### config.mk
export PLATFORM = sky130hd
export DESIGN_NAME = rwlc_top
export DESIGN_NICKNAME = d
export VERILOG_FILES = /design/src/hw/rwlc_pkg.sv /design/src/hw/rwlc_top.sv
export SDC_FILE = /design/constraint.sdc
export NUM_CORES = 1
export LEC_CHECK = 0
export BUFFER_PORTS_ARGS = -buffer_cell sky130_fd_sc_hd__clkbuf_2
export CAP_MARGIN = 20
export CORE_ASPECT_RATIO = 1.5
export CORE_MARGIN = 10
export CORE_UTILIZATION = 53
export CTS_CLUSTER_SIZE = 24
export DETAILED_ROUTE_END_ITERATION = 8
export PLACE_DENSITY_LB_ADDON = 0.1
export SLEW_MARGIN = 5
export SYNTH_ARGS = -nofsm -noshare
export SYNTH_HDL_FRONTEND = slang
export SYNTH_SLANG_ARGS = --single-unit
### constraint.sdc
create_clock -name aclk -period 5.2 [get_ports aclk]
set_clock_uncertainty 0.1 [all_clocks]
set_input_delay 0.78 -clock aclk [delete_from_list [all_inputs] [get_ports aclk]]
set_output_delay 0.78 -clock aclk [all_outputs]
set_load 0.01 [all_outputs]
### src/hw/rwlc_pkg.sv
// Package for the reset, wake and indicator control block.
// Assumes a single clock domain at 50 MHz and an AXI4-Lite register bus.
package rwlc_pkg;

    localparam int unsigned ADDR_W = 8;
    localparam int unsigned DATA_W = 32;
    localparam int unsigned NUM_LED = 4;

    // Register byte addresses
    localparam logic [ADDR_W-1:0] OFS_CTRL     = 8'h00;
    localparam logic [ADDR_W-1:0] OFS_STATUS   = 8'h04;
    localparam logic [ADDR_W-1:0] OFS_IRQ_STAT = 8'h08;
    localparam logic [ADDR_W-1:0] OFS_IRQ_MASK = 8'h0c;
    localparam logic [ADDR_W-1:0] OFS_LED_CFG  = 8'h10;

    // Control register fields
    localparam int unsigned CTRL_PIN_EN   = 0;
    localparam int unsigned CTRL_MODE     = 1;
    localparam int unsigned CTRL_EVT_STAT = 2;
    localparam int unsigned CTRL_EVT_EN   = 3;
    localparam int unsigned CTRL_OVR      = 4;
    localparam int unsigned CTRL_LCD_MODE = 5;
    localparam int unsigned CTRL_WPOL     = 6;
    localparam int unsigned CTRL_WGATE    = 7;
    localparam int unsigned CTRL_WDRV     = 8;
    localparam int unsigned CTRL_W        = 9;
    localparam logic [CTRL_W-1:0] CTRL_RST = 9'h000;

    // Status fields
    localparam int unsigned ST_EEPROM = 0;
    localparam int unsigned ST_WAKE   = 1;
    localparam int unsigned ST_NAND   = 2;
    localparam int unsigned ST_LOAD   = 3;

    // Interrupt bits
    localparam int unsigned IRQ_W      = 3;
    localparam int unsigned IRQ_FRAME  = 0;
    localparam int unsigned IRQ_LINK   = 1;
    localparam int unsigned IRQ_HWRST  = 2;

    // Led config: per led 2 bits select, 1 bit polarity (1 = active high)
    localparam int unsigned LED_SEL_W = 2;
    localparam int unsigned LED_FLD_W = 3;
    localparam logic [1:0] SEL_LINK = 2'h0;
    localparam logic [1:0] SEL_RX   = 2'h1;
    localparam logic [1:0] SEL_COL  = 2'h2;
    localparam logic [1:0] SEL_TX   = 2'h3;
    localparam logic [11:0] LED_CFG_RST = 12'h6c8;

    localparam logic [1:0] RESP_OKAY   = 2'h0;
    localparam logic [1:0] RESP_SLVERR = 2'h2;

    typedef struct packed {
        logic link_up;
        logic rx_act;
        logic col_act;
        logic tx_act;
    } rwlc_net_s;

    typedef struct packed {
        logic out;
        logic oe;
    } rwlc_pin_s;

    typedef enum logic [2:0] {
        ST_IDLE = 3'b001,
        ST_HRST = 3'b010,
        ST_LDCF = 3'b100
    } rwlc_state_e;

endpackage

### src/hw/rwlc_top.sv
// Reset qualification, wake control, event pin and indicator drive.
// Assumes rst_n_pin and power_good_in come from pins, other inputs same clock.
// Functional notes
// - Reset low with power good high: hardware reset, event, wake, indicator and irq outputs off.
// - Reset may assert or release at any time versus the clock.
// - Power good low: reset only floats bus pins, state untouched.
// - Power good high: reset clears logic, then starts configuration load.
// - Power good low plus pin enable or mode bit enters wake mode.
// - Event out when status and enable, or override with match or link.
// - Event output drives open drain, not tied to the clock.
// - Reset low with power good high enables tree test mode.
// - Last clock edge in reset samples indicator 1 into eeprom flag.
// - Indicators default link, receive, transmit, transmit; reprogrammable.
// - Indicators default active low open drain; active high is totem pole.
// - Wake out on frame match in wake mode or link change mode.
// - Wake out polarity, power gating, drive type from loaded bits.
// - Power on reset floats wake out until settings are established.
// - Wake mode indicator is high while in wake mode.
`timescale 1ns/1ps

module rwlc_top
(
    input  wire logic                        aclk,
    input  wire logic                        aresetn,
    input  wire logic                        clk_en,
    input  wire logic                        rst_n_pin,
    input  wire logic                        power_good_in,
    input  wire logic                        wake_frame_match,
    input  wire logic                        link_change_detected,
    input  wire logic                        indicator_1_in,
    input  wire rwlc_pkg::rwlc_net_s         net_status,
    input  wire logic                        cfg_load_done,
    output logic                             cfg_load_start,
    output logic                             bus_pins_float,
    output logic                             nand_tree_en,
    output logic                             event_out_n_o,
    output logic                             event_out_n_oe,
    output logic                             remote_wake_out_o,
    output logic                             remote_wake_out_oe,
    output logic                             wake_mode_indicator,
    output logic [rwlc_pkg::NUM_LED-1:0]     indicator_o,
    output logic [rwlc_pkg::NUM_LED-1:0]     indicator_oe,
    output logic                             irq,
    input  wire logic [rwlc_pkg::ADDR_W-1:0] s_axi_awaddr,
    input  wire logic                        s_axi_awvalid,
    output logic                             s_axi_awready,
    input  wire logic [rwlc_pkg::DATA_W-1:0] s_axi_wdata,
    input  wire logic [3:0]                  s_axi_wstrb,
    input  wire logic                        s_axi_wvalid,
    output logic                             s_axi_wready,
    output logic [1:0]                       s_axi_bresp,
    output logic                             s_axi_bvalid,
    input  wire logic                        s_axi_bready,
    input  wire logic [rwlc_pkg::ADDR_W-1:0] s_axi_araddr,
    input  wire logic                        s_axi_arvalid,
    output logic                             s_axi_arready,
    output logic [rwlc_pkg::DATA_W-1:0]      s_axi_rdata,
    output logic [1:0]                       s_axi_rresp,
    output logic                             s_axi_rvalid,
    input  wire logic                        s_axi_rready
);

    function automatic logic known_addr(input logic [rwlc_pkg::ADDR_W-1:0] a);
        known_addr = (a == rwlc_pkg::OFS_CTRL) || (a == rwlc_pkg::OFS_STATUS)
                  || (a == rwlc_pkg::OFS_IRQ_STAT) || (a == rwlc_pkg::OFS_IRQ_MASK)
                  || (a == rwlc_pkg::OFS_LED_CFG);
    endfunction

    ////////////////////////////////////////////////////////////////////////////
    // Pin synchronisers
    logic [1:0] rst_sync_r;
    logic [1:0] pg_sync_r;
    logic       rst_lo;
    logic       pg_hi;

    always_ff @(posedge aclk)
    begin
        if (!aresetn)
        begin
            rst_sync_r <= 2'h3;
            pg_sync_r  <= 2'h0;
        end
        else if (clk_en)
        begin
            rst_sync_r <= {rst_sync_r[0], rst_n_pin};
            pg_sync_r  <= {pg_sync_r[0], power_good_in};
        end
    end

    assign rst_lo = !rst_sync_r[1];
    assign pg_hi  = pg_sync_r[1];

    ////////////////////////////////////////////////////////////////////////////
    // Reset sequencer
    rwlc_pkg::rwlc_state_e state_r;
    rwlc_pkg::rwlc_state_e state_nxt;
    logic                  hw_rst;
    logic                  eeprom_r;
    logic                  eeprom_nxt;

    assign hw_rst = rst_lo && pg_hi;

    always_comb
    begin
        state_nxt  = state_r;
        eeprom_nxt = eeprom_r;
        if (hw_rst)
            eeprom_nxt = indicator_1_in;
        case (state_r)
            rwlc_pkg::ST_IDLE: if (hw_rst) state_nxt = rwlc_pkg::ST_HRST;
            rwlc_pkg::ST_HRST: if (!hw_rst) state_nxt = rwlc_pkg::ST_LDCF;
            rwlc_pkg::ST_LDCF:
            begin
                if (hw_rst)
                    state_nxt = rwlc_pkg::ST_HRST;
                else if (cfg_load_done)
                    state_nxt = rwlc_pkg::ST_IDLE;
            end
            default: state_nxt = rwlc_pkg::ST_IDLE;
        endcase
    end

    always_ff @(posedge aclk)
    begin
        if (!aresetn)
        begin
            state_r  <= rwlc_pkg::ST_IDLE;
            eeprom_r <= 1'b0;
        end
        else if (clk_en)
        begin
            state_r  <= state_nxt;
            eeprom_r <= eeprom_nxt;
        end
    end

    assign cfg_load_start = (state_r == rwlc_pkg::ST_LDCF);
    assign nand_tree_en   = hw_rst;
    assign bus_pins_float = rst_lo;

    ////////////////////////////////////////////////////////////////////////////
    // Registers
    logic [rwlc_pkg::CTRL_W-1:0] ctrl_r, ctrl_nxt;
    logic [rwlc_pkg::IRQ_W-1:0]  ist_r, ist_nxt, imask_r, imask_nxt;
    logic [11:0]                 led_r, led_nxt;
    logic                        cfg_valid_r, cfg_valid_nxt;
    logic                        aw_r, aw_nxt, w_r, w_nxt, b_r, b_nxt, bok_r, bok_nxt;
    logic [rwlc_pkg::ADDR_W-1:0] awa_r, awa_nxt;
    logic [rwlc_pkg::DATA_W-1:0] wd_r, wd_nxt, rd_r, rd_nxt;
    logic                        rv_r, rv_nxt;
    logic [1:0]                  rr_r, rr_nxt;
    logic                        wake_mode;
    logic [rwlc_pkg::IRQ_W-1:0]  ev;
    logic [rwlc_pkg::DATA_W-1:0] status_word;
    logic                        do_wr;

    assign wake_mode = !pg_hi && (ctrl_r[rwlc_pkg::CTRL_PIN_EN]
                     || ctrl_r[rwlc_pkg::CTRL_MODE]);
    assign ev = {hw_rst, link_change_detected, wake_frame_match && wake_mode};
    assign status_word = {28'h0000000, state_r == rwlc_pkg::ST_LDCF, hw_rst,
                          wake_mode, eeprom_r};
    assign do_wr = aw_r && w_r && !b_r;

    always_comb
    begin
        ctrl_nxt      = ctrl_r;
        imask_nxt     = imask_r;
        led_nxt       = led_r;
        ist_nxt       = ist_r;
        cfg_valid_nxt = cfg_valid_r;
        aw_nxt = aw_r; w_nxt = w_r; b_nxt = b_r; bok_nxt = bok_r;
        awa_nxt = awa_r; wd_nxt = wd_r;
        rv_nxt = rv_r; rd_nxt = rd_r; rr_nxt = rr_r;
        if (s_axi_awvalid && !aw_r)
        begin
            aw_nxt  = 1'b1;
            awa_nxt = s_axi_awaddr;
        end
        if (s_axi_wvalid && !w_r)
        begin
            w_nxt  = 1'b1;
            wd_nxt = s_axi_wdata;
        end
        if (do_wr)
        begin
            b_nxt   = 1'b1;
            bok_nxt = known_addr(awa_r);
            case (awa_r)
                rwlc_pkg::OFS_CTRL:
                begin
                    ctrl_nxt      = wd_r[rwlc_pkg::CTRL_W-1:0];
                    cfg_valid_nxt = 1'b1;
                end
                rwlc_pkg::OFS_IRQ_STAT: ist_nxt = ist_r & ~wd_r[rwlc_pkg::IRQ_W-1:0];
                rwlc_pkg::OFS_IRQ_MASK: imask_nxt = wd_r[rwlc_pkg::IRQ_W-1:0];
                rwlc_pkg::OFS_LED_CFG: led_nxt = wd_r[11:0];
                default: ;
            endcase
        end
        ist_nxt = ist_nxt | ev;
        if (hw_rst)
        begin
            ctrl_nxt      = rwlc_pkg::CTRL_RST;
            led_nxt       = rwlc_pkg::LED_CFG_RST;
            cfg_valid_nxt = 1'b0;
        end
        if (b_r && s_axi_bready)
        begin
            b_nxt = 1'b0; aw_nxt = 1'b0; w_nxt = 1'b0;
        end
        if (s_axi_arvalid && !rv_r)
        begin
            rv_nxt = 1'b1;
            rr_nxt = known_addr(s_axi_araddr) ? rwlc_pkg::RESP_OKAY : rwlc_pkg::RESP_SLVERR;
            case (s_axi_araddr)
                rwlc_pkg::OFS_CTRL:     rd_nxt = {23'h000000, ctrl_r};
                rwlc_pkg::OFS_STATUS:   rd_nxt = status_word;
                rwlc_pkg::OFS_IRQ_STAT: rd_nxt = {29'h00000000, ist_r};
                rwlc_pkg::OFS_IRQ_MASK: rd_nxt = {29'h00000000, imask_r};
                rwlc_pkg::OFS_LED_CFG:  rd_nxt = {20'h00000, led_r};
                default:                rd_nxt = 32'h00000000;
            endcase
        end
        else if (rv_r && s_axi_rready)
            rv_nxt = 1'b0;
    end

    always_ff @(posedge aclk)
    begin
        if (!aresetn)
        begin
            ctrl_r <= rwlc_pkg::CTRL_RST; imask_r <= '0; ist_r <= '0;
            led_r <= rwlc_pkg::LED_CFG_RST; cfg_valid_r <= 1'b0;
            aw_r <= 1'b0; w_r <= 1'b0; b_r <= 1'b0; bok_r <= 1'b0;
            awa_r <= '0; wd_r <= '0; rv_r <= 1'b0; rd_r <= '0; rr_r <= 2'h0;
        end
        else if (clk_en)
        begin
            ctrl_r <= ctrl_nxt; imask_r <= imask_nxt; ist_r <= ist_nxt;
            led_r <= led_nxt; cfg_valid_r <= cfg_valid_nxt;
            aw_r <= aw_nxt; w_r <= w_nxt; b_r <= b_nxt; bok_r <= bok_nxt;
            awa_r <= awa_nxt; wd_r <= wd_nxt; rv_r <= rv_nxt; rd_r <= rd_nxt; rr_r <= rr_nxt;
        end
    end

    assign s_axi_awready = !aw_r;
    assign s_axi_wready  = !w_r;
    assign s_axi_bvalid  = b_r;
    assign s_axi_bresp   = bok_r ? rwlc_pkg::RESP_OKAY : rwlc_pkg::RESP_SLVERR;
    assign s_axi_arready = !rv_r;
    assign s_axi_rvalid  = rv_r;
    assign s_axi_rdata   = rd_r;
    assign s_axi_rresp   = rr_r;
    assign irq           = |(ist_r & imask_r) && !hw_rst;

    ////////////////////////////////////////////////////////////////////////////
    // Event, wake and indicator outputs
    logic evt_act;
    logic wake_act;
    logic wpol;

    // Event path is combinational from its inputs
    assign evt_act = (ctrl_r[rwlc_pkg::CTRL_EVT_STAT] && ctrl_r[rwlc_pkg::CTRL_EVT_EN])
                   || (ctrl_r[rwlc_pkg::CTRL_OVR]
                   && (wake_frame_match || link_change_detected));
    assign event_out_n_o  = 1'b0;
    assign event_out_n_oe = evt_act && !hw_rst;

    assign wake_act = (wake_mode && wake_frame_match)
                    || (ctrl_r[rwlc_pkg::CTRL_LCD_MODE] && link_change_detected);
    assign wpol = ctrl_r[rwlc_pkg::CTRL_WPOL];

    always_comb
    begin
        remote_wake_out_o  = wpol ? wake_act : !wake_act;
        remote_wake_out_oe = cfg_valid_r && !hw_rst;
        if (ctrl_r[rwlc_pkg::CTRL_WGATE] && !pg_hi)
            remote_wake_out_oe = 1'b0;
        else if (!ctrl_r[rwlc_pkg::CTRL_WDRV] && (wake_act == wpol))
            remote_wake_out_oe = 1'b0;
    end

    assign wake_mode_indicator = wake_mode;

    genvar gi;
    generate
        for (gi = 0; gi < rwlc_pkg::NUM_LED; gi++)
        begin : g_led
            logic [1:0] sel;
            logic       hi;
            logic       on;
            assign sel = led_r[gi*rwlc_pkg::LED_FLD_W +: rwlc_pkg::LED_SEL_W];
            assign hi  = led_r[gi*rwlc_pkg::LED_FLD_W + rwlc_pkg::LED_SEL_W];
            assign on  = (sel == rwlc_pkg::SEL_LINK) ? net_status.link_up :
                         (sel == rwlc_pkg::SEL_RX)   ? net_status.rx_act :
                         (sel == rwlc_pkg::SEL_COL)  ? net_status.col_act :
                                                       net_status.tx_act;
            assign indicator_o[gi]  = hi && on && !hw_rst;
            assign indicator_oe[gi] = !hw_rst && (hi || on);
        end
    endgenerate

endmodule

* Word level (Yosys, flattened, before mapping)
Index checks and enable logic that the tools add are counted.
** Operators by class
- Equality and inequality tests :: 23
- Muxes and demuxes :: 42
- Reductions and logical operators :: 82
- Bitwise gates (word level) :: 4
** Operator list (count)
- case mux 12 bit (5 select lines) :: 1
- two-way mux 12 bit :: 3
- == test 8 x 4 -> 1 bit (second input constant) :: 4
- logical AND 1 bit :: 30
- two-way mux 9 bit :: 3
- two-way mux 1 bit :: 26
- two-way mux 3 bit :: 6
- AND reduction 2 bit :: 9
- == test 8 x 3 -> 1 bit (second input constant) :: 2
- == test 8 x 5 -> 1 bit (second input constant) :: 2
- logical NOT 8 bit :: 2
- logical OR 1 bit :: 16
- nonzero test 2 bit :: 7
- logical NOT 1 bit :: 9
- case mux 3 bit (3 select lines) :: 1
- AND reduction 3 bit :: 3
- == test 2 x 1 -> 1 bit (second input constant) :: 4
- == test 2 bit (second input constant) :: 4
- logical NOT 2 bit :: 4
- AND 3 bit :: 2
- two-way mux 2 bit :: 2
- != test 2 bit (second input constant) :: 2
- AND reduction 4 bit :: 1
- == test 3 x 1 -> 1 bit (second input constant) :: 1
- 7 further kinds :: 7
** Word-level totals
- Input bits :: 70
- Output and inout bits :: 58
- Logic and storage cells :: 169
- Flip-flop bits (word level) :: 95

* Logic depth before layout (Yosys ltp)
- Depth in word-level cells :: 8
- Gate-level depth with buffers :: 7
- Gate-level depth less buffers :: 5

* Worst setup path before layout
OpenSTA, ideal clock, no wires.
- Path type :: input to output
- Start point :: in net_status[0] (netlist name)
- End point :: out indicator_o[0] (netlist name)
- Data arrival time :: 1.452 ns
- Stages on the path :: 2
- Path buffers :: 0
- Required time :: 4.320 ns
- Path slack :: 2.868 ns
- Cells stage by stage :: mux4_2 -> and3_1
** Between the ends
- Word-level cells in the longest chain between the ends :: 5
** RTL lines
- start, declared :: line rwlc_top.sv:31 : input wire rwlc_pkg::rwlc_net_s net_status,
- two-way mux 1 bit :: line rwlc_top.sv:296 : (sel == rwlc_pkg::SEL_COL) ? net_status.col_act :
- two-way mux 1 bit :: line rwlc_top.sv:295 : (sel == rwlc_pkg::SEL_RX) ? net_status.rx_act :
- two-way mux 1 bit :: line rwlc_top.sv:294 : assign on = (sel == rwlc_pkg::SEL_LINK) ? net_status.link_up :
- logical AND 1 bit (2 in a row) :: line rwlc_top.sv:298 : assign indicator_o[gi] = hi && on && !hw_rst;
- end, declared :: line rwlc_top.sv:41 : output logic [rwlc_pkg::NUM_LED-1:0] indicator_o,
No other way between the ends.

* Worst setup path in the final report
- Start point :: in clk_en
- End point :: reg led_r[10]
** Between the ends
- Word-level cells in the longest chain between the ends :: 1
** RTL lines
- start, declared :: line rwlc_top.sv:25 : input wire logic clk_en,
- AND reduction 3 bit (no source line)
- end signal, assigned :: line rwlc_top.sv:240 : led_r <= led_nxt; cfg_valid_r <= cfg_valid_nxt;
- end, declared :: line rwlc_top.sv:145 : logic [11:0] led_r, led_nxt;
No other way between the ends.
A chain may end at the register's enable or synchronous reset.

==> impl_metrics.tcl <==
set metrics [dict create \
    grt_pass1_wl_um 14200 \
    post-cts-setup-buffers 0 \
    clock.fmax_ghz 0.364 \
    antenna_left 0 \
    clockRootBuffer "sky130_fd_sc_hd__clkbuf_8" \
    largest_net_degree_at_the_start_of_global_routing 38 \
    worstHoldStart "s_axi_rdata[3]" \
    start_util_pct 54.9 \
    commonest_cells_after_routing_fill_and_taps_aside "sky130_fd_sc_hd__clkbuf_2, sky130_fd_sc_hd__dfxtp_1, sky130_fd_sc_hd__nand2_1" \
    grt.overflow.total 0 \
    cp.required_ps 5290 \
    drt_pass1_iterations 4 \
    cts_hold_buf 0 \
    outcome "completed" \
    grtUsageTotal_pct 16.6 \
    clock_tree_from_tritoncts "done" \
    timing.hold.worst_endpoint "s_axi_rdata[3]" \
    relSlewSlack_pct 40.5 \
    first_global_vias 3068 \
    yosysUniqueCellTypes 50 \
    power.share.clock_pct 40.7 \
    end_kind "register" \
    rsz0062_at_grt "false" \
    viasPerCell 5.28 \
    drt-total-wl_um 8530 \
    synth_flop_cell "sky130_fd_sc_hd__dfxtp_1" \
    cts-buffers-inserted 9 \
    yosys_warnings 0 \
    holdPathStages 2 \
    cts.reportedPaths.clkPinSlew_ps 70 \
    fp.coreArea_um2 6220 \
    diodes 0 \
    port_buffers 80 \
    path_class_of_the_lowest_slack_min_delay_path "register to register" \
    place.detailed.hpwl_um 6550 \
    switching_power_mw 0.283 \
    fin_crit_sh_pct 52.8 \
    pwr-share-seq_pct 50.4 \
    post_synth.cell_area_avg_um2 8.30 \
    reg2reg_setup_slack_ps 2870 \
    floorplan.die_area_um2 10100 \
    top_level_pins 128 \
    fin_setup_tns_ps 0 \
    design.final.nets 551 \
    drt_drc_violations_left 0 \
    p_leak_nw 1.68 \
    post_synth_main_area_contributors "sky130_fd_sc_hd__dfxtp_1, sky130_fd_sc_hd__mux2i_1, sky130_fd_sc_hd__nand2_1, sky130_fd_sc_hd__buf_4, sky130_fd_sc_hd__a21oi_1" \
    timing.critical_path.fanout_max 30 \
    worst-endpoint-arrival_ps 2840 \
    worst_flop_to_flop_path_startpoint "awa_r[1]" \
    synth_sequential_area_ratio_pct 43.4 \
    netlist_area_um2 3410 \
    fp-row-count 35 \
    drive_gt1_share_pct 22.0 \
    period_needed_ps 2740 \
    worstSetupStartpointType "input port" \
    post-synth-top-area-fraction_pct 43.4 \
    ctsHtreeMaxLevel 3 \
    total_power_mw 1.17 \
    worst_pin_slew_ps 890 \
    post_synth_inst_count 411 \
    setup_viol 0 \
    power_per_cell_area_nw_per_um2 297 \
    antenna_found_initial 0 \
    clock_sink_count 74 \
    yosys_register_bits 74 \
    area.growth.synth_to_final_pct 15.7 \
    initialDrtViolationCount 178 \
    pwr-share-comb_pct 8.9 \
    ctsResizeCount 0 \
    r2r-end "led_r[10]" \
    slew_viol_final 0 \
    yosysTopAreaCell "sky130_fd_sc_hd__dfxtp_1" \
    layout.core_utilization_pct 63.5 \
    sw_frac_of_total_pct 24.2 \
    synth_async_sr_flop_share_pct 0 \
    via_count 2954 \
    vdd_ir_drop_max_mv 0.184 \
    routed_wire_length_per_instance_um 15.2 \
    path_class "input port to register" \
    max_cap_violations 0 \
    clk-insertion-delay-late_ps 340 \
    clk_path_buf_depth 2 \
    chipWidth_um 85.5 \
    cellInternalPower_mw 0.888 \
    mostFrequentLayoutCell "sky130_fd_sc_hd__clkbuf_2" \
    synth_edf_count 0 \
    floorplan.die.height_um 118 \
    place_congestion 0.835 \
    worst_reg2reg_path_depth 4 \
    final-hold-violation-count 0 \
]
==> area by class of cell <==
cell class,instances,area (um^2)
fill,591,2270
clock inverter,5,78.8
tap,74,92.6
clock buffer,11,131
inverter,11,41.3
sequential,74,1480
multi-input combinational,305,1720
timing repair buffer,80,400
==> Yosys cell counts (all sizes together), types with 2 or more instances <==
library cell / instances
dfxtp: 74
nand3: 24
nand2b: 5
mux2i: 25
inv: 11
nor4: 2
xor2: 2
nand2: 61
a31oi: 4
a21oi: 31
nor2: 40
clkbuf: 11
o21ai: 36
or4: 2
nor3: 9
and3: 6
mux4: 4
buf: 32
nand4: 5
nand3b: 2
a311oi: 4
==> critical path: stages <==
cell	delay (ps)
sky130_fd_sc_hd__clkbuf_2	450
sky130_fd_sc_hd__and4b_1	370
sky130_fd_sc_hd__nand4_1	720
sky130_fd_sc_hd__nor3_1	420
sky130_fd_sc_hd__a21oi_1	70
==> flip-flops by register name, indices dropped and copies added, names as in the netlist <==
signal        flops
aw_r              1
awa_r             8
bok_r             1
cfg_valid_r       1
ctrl_r            9
eeprom_r          1
imask_r           3
ist_r             3
led_r            12
pg_sync_r         2
rst_sync_r        2
s_axi_bvalid      1
s_axi_rdata      12
s_axi_rresp       1
s_axi_rvalid      1
state_r           3
w_r               1
wd_r             12
==> through the flow <==
step                cells  setup slack [ps]  cell area [um^2]  hold slack, ps
global placement      544              2150              3740             334
detailed placement    544              2120              3740             343
CTS                   560              2480              3950             359
global route          560              2210              3950             377
finish                560              2460              3950             353
floorplan             433              2870              3490             332
==> worst max path at each step <==
stage	cells after the start	endpoint	startpoint	slack [ps]
floorplan	2	indicator_o[0]	net_status[0]	2870
global placement	5	led_r[6]	clk_en	2150
detailed placement	5	led_r[10]	clk_en	2120
CTS	5	led_r[10]	clk_en	2480
global route	5	led_r[3]	clk_en	2210
finish	5	led_r[10]	clk_en	2460
==> routing by layer <==
| layer | up-vias | routed length, um | GRT usage [%] |
|---|---|---|---|
| li1 | 1525 | - | - |
| met1 | 1337 | 3690 | 18.1 |
| met2 | 79 | 4140 | 28.7 |
| met3 | 13 | 570 | 5.15 |
| met4 | 0 | 136 | 6.71 |
| met5 | - | 0 | 0 |
==> cell families after synthesis <==
family | count (synthesis) | synth area share (%)
compound gates | 86 | 14.3
other cells | 1 | 0.110
buf+inv | 54 | 8.58
flops | 74 | 43.4
simple gates | 165 | 23.1
mux | 29 | 9.97
xor+xnor | 2 | 0.513
==> power groups by stage <==
stage | logic, mW | registers [mW] | clock network [mW]
floorplan | 0.0808 | 0.600 | 0
global placement | 0.102 | 0.602 | 0
detailed placement | 0.104 | 0.603 | 0
CTS | 0.104 | 0.590 | 0.485
global route | 0.117 | 0.591 | 0.509
finish | 0.104 | 0.590 | 0.477
Power figures use the tool's default switching activity.
